`src/shared/clk_reset_pkg.sv`:
```
// Constants and carrier types for the core clock and reset release block
package clk_reset_pkg;

  // ********************************
  // Register bus
  // ********************************
  localparam int ADDR_W = 8;
  localparam int DATA_W = 32;

  localparam logic [ADDR_W-1:0] POWER_MGMT_CONTROL_OFFSET = 8'h00;
  localparam logic [ADDR_W-1:0] CLOCK_STATUS_OFFSET       = 8'h04;

  // ********************************
  // Field layout of power_mgmt_control
  // ********************************
  localparam int MULT_W = 6;
  localparam int MULT_LSB = 0;
  localparam int PDS_LSB = 6;
  localparam int IDIV_BIT = 8;

  // ********************************
  // Field layout of clock_status
  // ********************************
  localparam int ST_MULT_LSB = 0;
  localparam int ST_CODE_LSB = 6;
  localparam int ST_STATE_LSB = 8;
  localparam int ST_RESET_BIT = 10;
  localparam int ST_PERIPH_BIT = 11;

  // ********************************
  // Reset values
  // ********************************
  localparam logic [MULT_W-1:0] MULT_RESET = 6'h10;
  localparam logic [1:0]        PDS_RESET  = 2'h0;
  localparam logic              IDIV_RESET = 1'b0;

  // Strap code to multiplier; plain defaults
  localparam logic [MULT_W-1:0] STRAP_MULT_0 = 6'h06;
  localparam logic [MULT_W-1:0] STRAP_MULT_1 = 6'h20;
  localparam logic [MULT_W-1:0] STRAP_MULT_2 = 6'h08;
  localparam logic [MULT_W-1:0] STRAP_MULT_3 = 6'h10;

  // ********************************
  // Timing counts
  // ********************************
  localparam int RESET_HOLD_CYCLES = 4096;
  localparam int CORE_TAIL_CYCLES  = 2;
  localparam int HOLD_W = 13;

  // ********************************
  // Types
  // ********************************
  typedef enum logic [1:0]
  {
    ST_IN_RESET = 2'b00,
    ST_HOLD     = 2'b01,
    ST_TAIL     = 2'b10,
    ST_RUN      = 2'b11
  } release_state_e;

  typedef struct packed
  {
    logic [ADDR_W-1:0] addr;
    logic [DATA_W-1:0] wdata;
    logic              wr;
    logic              rd;
  } bus_req_s;

  typedef struct packed
  {
    logic       core_clock;
    logic       peripheral_clock;
    logic       core_rise;
  } clock_out_s;

endpackage

```
`src/core_clock_divider.sv`:
```
// Glitch-free post divider giving core and peripheral clocks
`timescale 1ns/1ns
`default_nettype none

module core_clock_divider
  import clk_reset_pkg::*;
(
  input  wire logic                     clk,        // Block clock
  input  wire logic                     reset_n,    // Synchronous reset, active low
  input  wire logic [1:0]               ratio_code, // 0..3 select ratio 1,2,4,8
  output var  clk_reset_pkg::clock_out_s clocks     // Generated clocks
);

  typedef struct packed
  {
    logic [3:0] cnt;
    logic [1:0] code;
    logic       core;
    logic       periph;
    logic       rise;
  } div_state_s;

  div_state_s state;
  div_state_s next_state;

  function automatic logic [3:0] half_period(input logic [1:0] code);
    half_period = 4'h1 << code;
  endfunction

  always_comb
  begin
    next_state = state;
    next_state.rise = 1'b0;
    if (state.cnt == half_period(state.code) - 4'h1)
    begin
      next_state.cnt = 4'h0;
      next_state.core = ~state.core;
      if (!state.core)
      begin
        next_state.rise = 1'b1;
        next_state.periph = ~state.periph;
      end
      else
      begin
        next_state.code = ratio_code;
      end
    end
    else
    begin
      next_state.cnt = state.cnt + 4'h1;
    end
  end

  always_ff @(posedge clk)
  begin
    if (!reset_n)
    begin
      state <= '0;
    end
    else
    begin
      state <= next_state;
    end
  end

  assign clocks = '{core_clock: state.core, peripheral_clock: state.periph, core_rise: state.rise};

endmodule

`default_nettype wire

```
`src/core_clock_reset.sv`:
```
// Core clock control and core reset release block
`timescale 1ns/1ns
`default_nettype none

//
// Function
// - The oscillator ratio reported is two times the multiplier in use.
// - The core clock is the oscillator divided by two times a ratio of 1, 2, 4 or 8 chosen by software.
// - While the external reset is low the post divider ratio is forced to one.
// - In reset the multiplier follows the straps, afterwards the value software writes.
// - With the input divider enabled the PLL reference runs at half the input clock.
// - The peripheral clock runs at half the core clock.
// - Core reset stays asserted for 4096 input clock cycles and two core clock cycles after external release.
// - A missed synchronising edge adds at most one input cycle, so the tail starts no later than 4100 input cycles after release.
module core_clock_reset
  import clk_reset_pkg::*;
#(
  parameter int HOLD_CYCLES = RESET_HOLD_CYCLES,
  parameter int TAIL_CYCLES = CORE_TAIL_CYCLES
)
(
  input  wire logic                      clk,               // Input clock, 100 MHz
  input  wire logic                      reset_n,           // Synchronous reset, active low
  input  wire logic                      ext_reset_n,       // Reset pin, asynchronous
  input  wire logic [1:0]                clock_ratio_straps,// Strap pins, asynchronous
  input  wire clk_reset_pkg::bus_req_s   bus_req,           // Register request
  output logic [DATA_W-1:0]              rdata,             // Read data, one cycle later
  output logic                           core_reset_n,      // Core reset, active low
  output logic [MULT_W:0]                oscillator_ratio,  // Two times multiplier
  output logic                           pll_ref_tick,      // PLL reference pulse
  output logic                           core_clock,        // Core clock
  output logic                           peripheral_clock   // Peripheral clock
);

  // ********************************
  // State
  // ********************************
  typedef struct packed
  {
    release_state_e    fsm;
    logic [HOLD_W-1:0] hold_cnt;
    logic [1:0]        tail_cnt;
    logic              rst_meta;
    logic              rst_sync;
    logic [1:0]        strap_meta;
    logic [1:0]        strap_sync;
    logic [MULT_W-1:0] mult;
    logic [1:0]        pds;
    logic              idiv;
    logic [1:0]        ratio_code;
    logic [MULT_W:0]   osc_ratio;
    logic              ref_phase;
    logic              ref_tick;
    logic              core_rst_n;
    logic [DATA_W-1:0] rdata;
  } blk_state_s;

  blk_state_s state;
  blk_state_s next_state;
  clock_out_s clocks;

  localparam logic [HOLD_W-1:0] HOLD_LAST = HOLD_W'(HOLD_CYCLES - 1);
  localparam logic [1:0]        TAIL_LAST = 2'(TAIL_CYCLES - 1);

  function automatic logic [MULT_W-1:0] strap_mult(input logic [1:0] code);
    case (code)
      2'h0:    strap_mult = STRAP_MULT_0;
      2'h1:    strap_mult = STRAP_MULT_1;
      2'h2:    strap_mult = STRAP_MULT_2;
      default: strap_mult = STRAP_MULT_3;
    endcase
  endfunction

  function automatic logic [DATA_W-1:0] read_value(input blk_state_s s, input logic periph,
                                                   input logic [ADDR_W-1:0] addr);
    read_value = '0;
    if (addr == POWER_MGMT_CONTROL_OFFSET)
    begin
      read_value[MULT_LSB +: MULT_W] = s.mult;
      read_value[PDS_LSB +: 2] = s.pds;
      read_value[IDIV_BIT] = s.idiv;
    end
    else if (addr == CLOCK_STATUS_OFFSET)
    begin
      read_value[ST_MULT_LSB +: MULT_W] = s.osc_ratio[MULT_W:1];
      read_value[ST_CODE_LSB +: 2] = s.ratio_code;
      read_value[ST_STATE_LSB +: 2] = s.fsm;
      read_value[ST_RESET_BIT] = s.core_rst_n;
      read_value[ST_PERIPH_BIT] = periph;
    end
  endfunction

  // ********************************
  // Next state
  // ********************************
  always_comb
  begin
    next_state = state;
    next_state.rst_meta = ext_reset_n;
    next_state.rst_sync = state.rst_meta;
    next_state.strap_meta = clock_ratio_straps;
    next_state.strap_sync = state.strap_meta;
    next_state.rdata = '0;

    // Software writes, ignored while the pin holds reset
    if (bus_req.wr && state.rst_sync && bus_req.addr == POWER_MGMT_CONTROL_OFFSET)
    begin
      next_state.mult = bus_req.wdata[MULT_LSB +: MULT_W];
      next_state.pds = bus_req.wdata[PDS_LSB +: 2];
      next_state.idiv = bus_req.wdata[IDIV_BIT];
    end
    if (bus_req.rd)
    begin
      next_state.rdata = read_value(state, clocks.peripheral_clock, bus_req.addr);
    end

    if (!state.rst_sync)
    begin
      next_state.mult = strap_mult(state.strap_sync);
      next_state.pds = PDS_RESET;
      next_state.idiv = IDIV_RESET;
      next_state.ratio_code = 2'h0;
      next_state.fsm = ST_IN_RESET;
      next_state.hold_cnt = '0;
      next_state.tail_cnt = '0;
      next_state.core_rst_n = 1'b0;
    end
    else
    begin
      next_state.ratio_code = state.pds;
      case (state.fsm)
        ST_IN_RESET:
        begin
          next_state.fsm = ST_HOLD;
        end
        ST_HOLD:
        begin
          if (state.hold_cnt == HOLD_LAST)
          begin
            next_state.fsm = ST_TAIL;
          end
          else
          begin
            next_state.hold_cnt = state.hold_cnt + HOLD_W'(1);
          end
        end
        ST_TAIL:
        begin
          if (clocks.core_rise)
          begin
            if (state.tail_cnt == TAIL_LAST)
            begin
              next_state.fsm = ST_RUN;
              next_state.core_rst_n = 1'b1;
            end
            else
            begin
              next_state.tail_cnt = state.tail_cnt + 2'h1;
            end
          end
        end
        ST_RUN:
        begin
          next_state.core_rst_n = 1'b1;
        end
        default:
        begin
          next_state.fsm = ST_IN_RESET;
        end
      endcase
    end

    next_state.osc_ratio = {next_state.mult, 1'b0};

    next_state.ref_phase = state.idiv ? ~state.ref_phase : 1'b0;
    next_state.ref_tick = state.idiv ? ~state.ref_phase : 1'b1;
  end

  // ********************************
  // Registers
  // ********************************
  always_ff @(posedge clk)
  begin
    if (!reset_n)
    begin
      state <= '0;
      state.mult <= MULT_RESET;
      state.pds <= PDS_RESET;
      state.idiv <= IDIV_RESET;
      state.osc_ratio <= {MULT_RESET, 1'b0};
    end
    else
    begin
      state <= next_state;
    end
  end

  // ********************************
  // Post divider
  // ********************************
  // Ratio changes are latched inside at a period end only
  core_clock_divider u_divider
  (
    .clk        (clk),
    .reset_n    (reset_n),
    .ratio_code (state.ratio_code),
    .clocks     (clocks)
  );

  assign rdata = state.rdata;
  assign core_reset_n = state.core_rst_n;
  assign oscillator_ratio = state.osc_ratio;
  assign pll_ref_tick = state.ref_tick;
  assign core_clock = clocks.core_clock;
  assign peripheral_clock = clocks.peripheral_clock;

endmodule

`default_nettype wire

```
`config.mk`:
```
export PLATFORM = sky130hd
export DESIGN_NAME = core_clock_reset
export DESIGN_NICKNAME = d
export VERILOG_FILES = /design/src/shared/clk_reset_pkg.sv /design/src/core_clock_divider.sv /design/src/core_clock_reset.sv
export SDC_FILE = /design/constraint.sdc
export NUM_CORES = 1
export LEC_CHECK = 0
export ABC_AREA = 1
export BUFFER_PORTS_ARGS = -buffer_cell sky130_fd_sc_hd__buf_4
export CORE_AREA = 2 2 79 81
export DETAILED_ROUTE_END_ITERATION = 12
export DIE_AREA = 0 0 81 83
export PLACE_DENSITY = 0.76
export SLEW_MARGIN = 10
export SYNTH_ARGS = -nofsm -noshare
export SYNTH_HDL_FRONTEND = slang
export SYNTH_SLANG_ARGS = --single-unit
export TNS_END_PERCENT = 100
```
`constraint.sdc`:
```
create_clock -name clk -period 2 [get_ports clk]
set_input_delay 0.1 -clock clk [delete_from_list [all_inputs] [get_ports clk]]
set_output_delay 0.1 -clock clk [all_outputs]
set_load 0.01 [all_outputs]
```
Word level (Yosys, flattened, before mapping)
Cells that the tools add are included.

cells by class
  eq/ne operators = 12
  shifts and indexed selects = 1
  multiplexer cells = 14
  bitwise logic cells = 8
  reduce and logical (&&, ||, !) cells = 19
  add/sub/neg operators = 4

operators by type and width
  operator                                                            count
  9-bit 2-to-1 mux                                                    3
  6-bit one-hot mux with 3 select lines                               1
  2-bit AND reduction                                                 7
  13-bit by 1-bit adder with 13-bit output, second input constant     1
  13-bit by 12-bit == test with 1-bit output, second input constant   1
  12-bit 2-to-1 mux                                                   1
  8-bit by 3-bit == test with 1-bit output, second input constant     1
  8-bit logical NOT                                                   1
  1-bit inverter                                                      8
  2-bit by 1-bit == test with 1-bit output, second input constant     3
  2-bit == test, second input constant                                3
  2-bit 2-to-1 mux                                                    3
  2-bit one-hot mux with 3 select lines                               1
  3-bit AND reduction                                                 2
  4-bit by 1-bit adder with 4-bit output, second input constant       1
  4-bit == test                                                       1
  2-bit logical NOT                                                   2
  1-bit 2-to-1 mux                                                    4
  2-bit inequality test, second input constant                        2
  4-bit AND reduction                                                 1
  4-bit OR reduction                                                  1
  1-bit by 2-bit << shifter with 4-bit output, first input constant   1
  4-bit by 1-bit subtractor with 4-bit output, second input constant  1
  3-bit nonzero test                                                  1
  other kinds (6)                                                     7

storage, ports and cells
  register bits = 79
  input port bits = 47
  word-level logic and storage cells = 81
  output and inout bits = 43

Depth between registers and ports, before layout
  depth in word-level cells = 4
  depth in mapped cells = 9
  mapped depth without buffers = 9

Cells and area by module
From an unflattened synthesis, not the netlist that was laid out.

unflattened totals
  cell total of the unflattened synthesis = 401
  area, all modules = 2,940.3 um^2

modules (own cells, without submodules)
  module              seq. area each (um^2)  area an instance (um^2)  cells each  times used
  core_clock_reset    980.9                  2,462.4                  328         1
  core_clock_divider  180.2                  478.0                    73          1

Worst setup path after synthesis
Ideal clock, no wire load.

  path type = register to register
  start = reg state[61] (netlist bit)
  end = reg state[71] (netlist bit)
  required time = 1,880 ps
  period minus slack after synthesis = 1,456 ps
  arrival time = 1,336 ps
  slack = 544 ps
  cell stages (with the launch flop) = 10
  path buffers = 1
  setup time = 120 ps
  cell sequence = dfxtp_1 -> ha_1 -> nand3_2 -> inv_1 -> nand2_1 -> nor2_1 -> nor2_1 -> buf_2 -> nand2_1 -> a21oi_2

on the way
  longest elaborated chain between the ends = 3
  elaborated cells on any way between the ends = 4
  those cells by class = add/sub (1); eq/ne (1); bitwise (1); reduce/logical (1)

RTL lines
  element                                                                                           RTL line                 text
  start, declared                                                                                   core_clock_reset.sv:58   blk_state_s state;
  start signal, assigned                                                                            core_clock_reset.sv:194  state <= next_state;
  parallel branches: the longest is 3 deep, another holds 13-bit by 1-bit adder with 13-bit output  -

Several ways; the timed one is not identified.
A chain may end at the register's enable or synchronous reset.

Final worst setup path
  start = reg state[61] (netlist bit)
  end = reg state[70] (netlist bit)

Same word-level chain as after synthesis.

==> impl_metrics.env <==
export IMPL_crit_path_top_delay_cell="dfxtp_1"
export IMPL_nets=476
export IMPL_cts_root_buf="clkbuf_8"
export IMPL_cts_resized=0
export IMPL_cts_made_buffers=9
export IMPL_first_iter_violations=112
export IMPL_diodes=0
export IMPL_endpoint_kind="flop"
export IMPL_fin_crit_sh_pct=83.6
export IMPL_pin_count=90
export IMPL_p_leak_nw=1.47
export IMPL_grt_pass1_wl_mm=8.77
export IMPL_cts_tree="built"
export IMPL_dr_pass1_iters=4
export IMPL_die_w_um=81
export IMPL_power_mw=2.98
export IMPL_ys_top_cells_by_area="dfxtp_1 (41%), nand2_1 (12%), buf_4 (10%), inv_1 (6.0%), nor2_1 (6.0%)"
export IMPL_hpwl_mm=3.88
export IMPL_synthesis_area_sq_um=2820
export IMPL_die_area_sq_um=6720
export IMPL_yosysTopAreaCell="dfxtp_1"
export IMPL_fmax_mhz=598
export IMPL_ys_types=31
export IMPL_overflow=0
export IMPL_antenna_found_initial=0
export IMPL_drt_wl_total_mm=5.35
export IMPL_path_cells="ha_1 -> nand3_2 -> inv_1 -> nand2_1 -> nor2_1 -> nor2_1 -> buf_4 -> nand2_1 -> a21oi_2"
export IMPL_dpl_worst_slack_ns=0.340
export IMPL_yosys_warnings=0
export IMPL_critPathLaunchType="flop"
export IMPL_path_class="flop to flop"
export IMPL_min_period_ns=1.67
export IMPL_clock_sinks=58
export IMPL_rsz0062_at_grt="no"
export IMPL_start_util_pct=48.6
export IMPL_htree_levels=3
export IMPL_ys_seq_area_share_pct=41.1
export IMPL_die_y_um=83
export IMPL_grt_pass1_vias=2046
export IMPL_drc=0
export IMPL_crit_fanout=11
export IMPL_cp_arrival_ns=1.89
export IMPL_peakVddDrop_mv=0.699
export IMPL_grtUsageTotal_pct=16.4
export IMPL_status="finished clean"
export IMPL_tns_ns=0
export IMPL_syn_avg_cell_area_sq_um=7.33
export IMPL_skew_ns=0.00781
export IMPL_grt_start_max_net_pins=16
export IMPL_finalSetupViolCount=0
export IMPL_clock_latency_ns=0.33
export IMPL_wl_per_cell_um=10.6
export IMPL_syn_to_final_growth_pct=16.4
export IMPL_fp_row_count=28
export IMPL_cp_slowest_stage_delay_ns=0.44
export IMPL_routabilityCongestion=0.776
export IMPL_cap_violations=0
export IMPL_clockBufferDepth=2
export IMPL_synth_seq_cells=58
export IMPL_powerDensity_nw_per_um2=907
export IMPL_num_vias=2354
export IMPL_viasPerCell=4.69
export IMPL_ant_nets=0
export IMPL_min_path_type="primary input to flop"
export IMPL_drive_gt1_share_pct=17.8
export IMPL_core_sq_um=5820
export IMPL_finalHoldViolations=0
export IMPL_final_common_cell="nand2_1"
export IMPL_critPathRequiredTime_ns=2.22
export IMPL_syn_inst=385
export IMPL_slew_violations=0
export IMPL_path_clk_slew_ns=0.07
export IMPL_io_buffer_count=45
export IMPL_final_cell_mix="nand2_1 (88), dfxtp_1 (58), buf_4 (47)"
export IMPL_cts_setup_buffers=0
export IMPL_layout_setup_ws_ns=0.328
export IMPL_synth_top_area_share_pct=41.1
==> layer usage <==
metal / vias to the layer above / share of wire, % / global-route usage, %
met5: - / 0 / 0
met4: 0 / 1.4 / 6.01
met3: 9 / 7.3 / 4.13
met2: 78 / 48 / 26.9
met1: 1049 / 44 / 20.5
li1: 1218 / - / -
==> stage by stage <==
step,std cells,area [sq um],utilization [%],hold slack (ns)
after floorplan,405,2900,-,0.198
after CTS,502,3290,56.5,0.0275
after global placement,482,3020,51.9,0.286
after global routing,502,3290,56.5,0.0249
final,502,3290,56.5,0.0302
after detailed placement,482,3020,51.9,0.286
==> logic make-up after synthesis <==
group,after synthesis,share of synthesized area (%)
and+or+nand+nor,183,28.2
buffers and inverters,92,17.9
DFF,58,41.1
AOI/OAI and AO/OA,37,7.40
xor gates and xnor gates,7,2.17
adders and majority gates,7,3.10
other,1,0.133
==> final timing paths <==
| path | start | cells after the start | end | slack (ns) |
|---|---|---|---|---|
| max | state[61] | 9 | state[70] | 0.33 |
| min | bus_req[2] | 3 | oscillator_ratio[1] | 0.03 |
| max reg2reg | state[61] | 9 | state[70] | 0.33 |
| min reg2reg | next_state[53] | 2 | state[53] | 0.41 |
==> flip-flops by register name, indices dropped and copies added, names as in the netlist <==
name / count
u_divider.clocks: 3
oscillator_ratio: 6
pll_ref_tick: 1
next_state: 3
core_reset_n: 1
state: 26
u_divider.state: 6
rdata: 12
==> final cells by class <==
| type | count | area, sq um |
|---|---|---|
| clock buffer | 12 | 155 |
| clock inverter | 4 | 73.8 |
| fill | 534 | 2530 |
| inverter | 47 | 176 |
| multi-input combinational | 255 | 1230 |
| sequential | 58 | 1160 |
| tap | 75 | 93.8 |
| timing repair buffer | 51 | 393 |
==> power breakdown <==
group / switching [mW] / internal [mW] / total, mW
logic: 0.275 / 0.183 / 0.458
clock network: 0.456 / 0.770 / 1.23
registers: 0.0672 / 1.23 / 1.30
total: 0.798 / 2.18 / 2.98
==> critical path: cells and delay by family (launching register included) <==
| kind | cells | cell delay [ns] |
|---|---|---|
| flops | 1 | 0.44 |
| fa+ha+maj | 1 | 0.35 |
| buf+inv | 2 | 0.28 |
| simple gates | 5 | 0.45 |
| compound gates | 1 | 0.05 |
==> Yosys cell counts (all sizes together) <==
master	instances
a21boi	1
a21oi	22
a31oi	1
buf	44
clkbuf	1
clkinv	1
conb	1
dfxtp	58
ha	7
inv	46
nand2	90
nand3	29
nand3b	4
nand4	7
nor2	50
nor3	3
o21ai	11
o21bai	2
xnor2	2
xor2	5
==> repair_timing <==
item | in CTS | in global routing
hold buffers | 4 | 0
setup endpoints to repair | 0 | 0
hold endpoints to repair | 4 | 0
No activity file was read; power rests on OpenSTA's default activity.
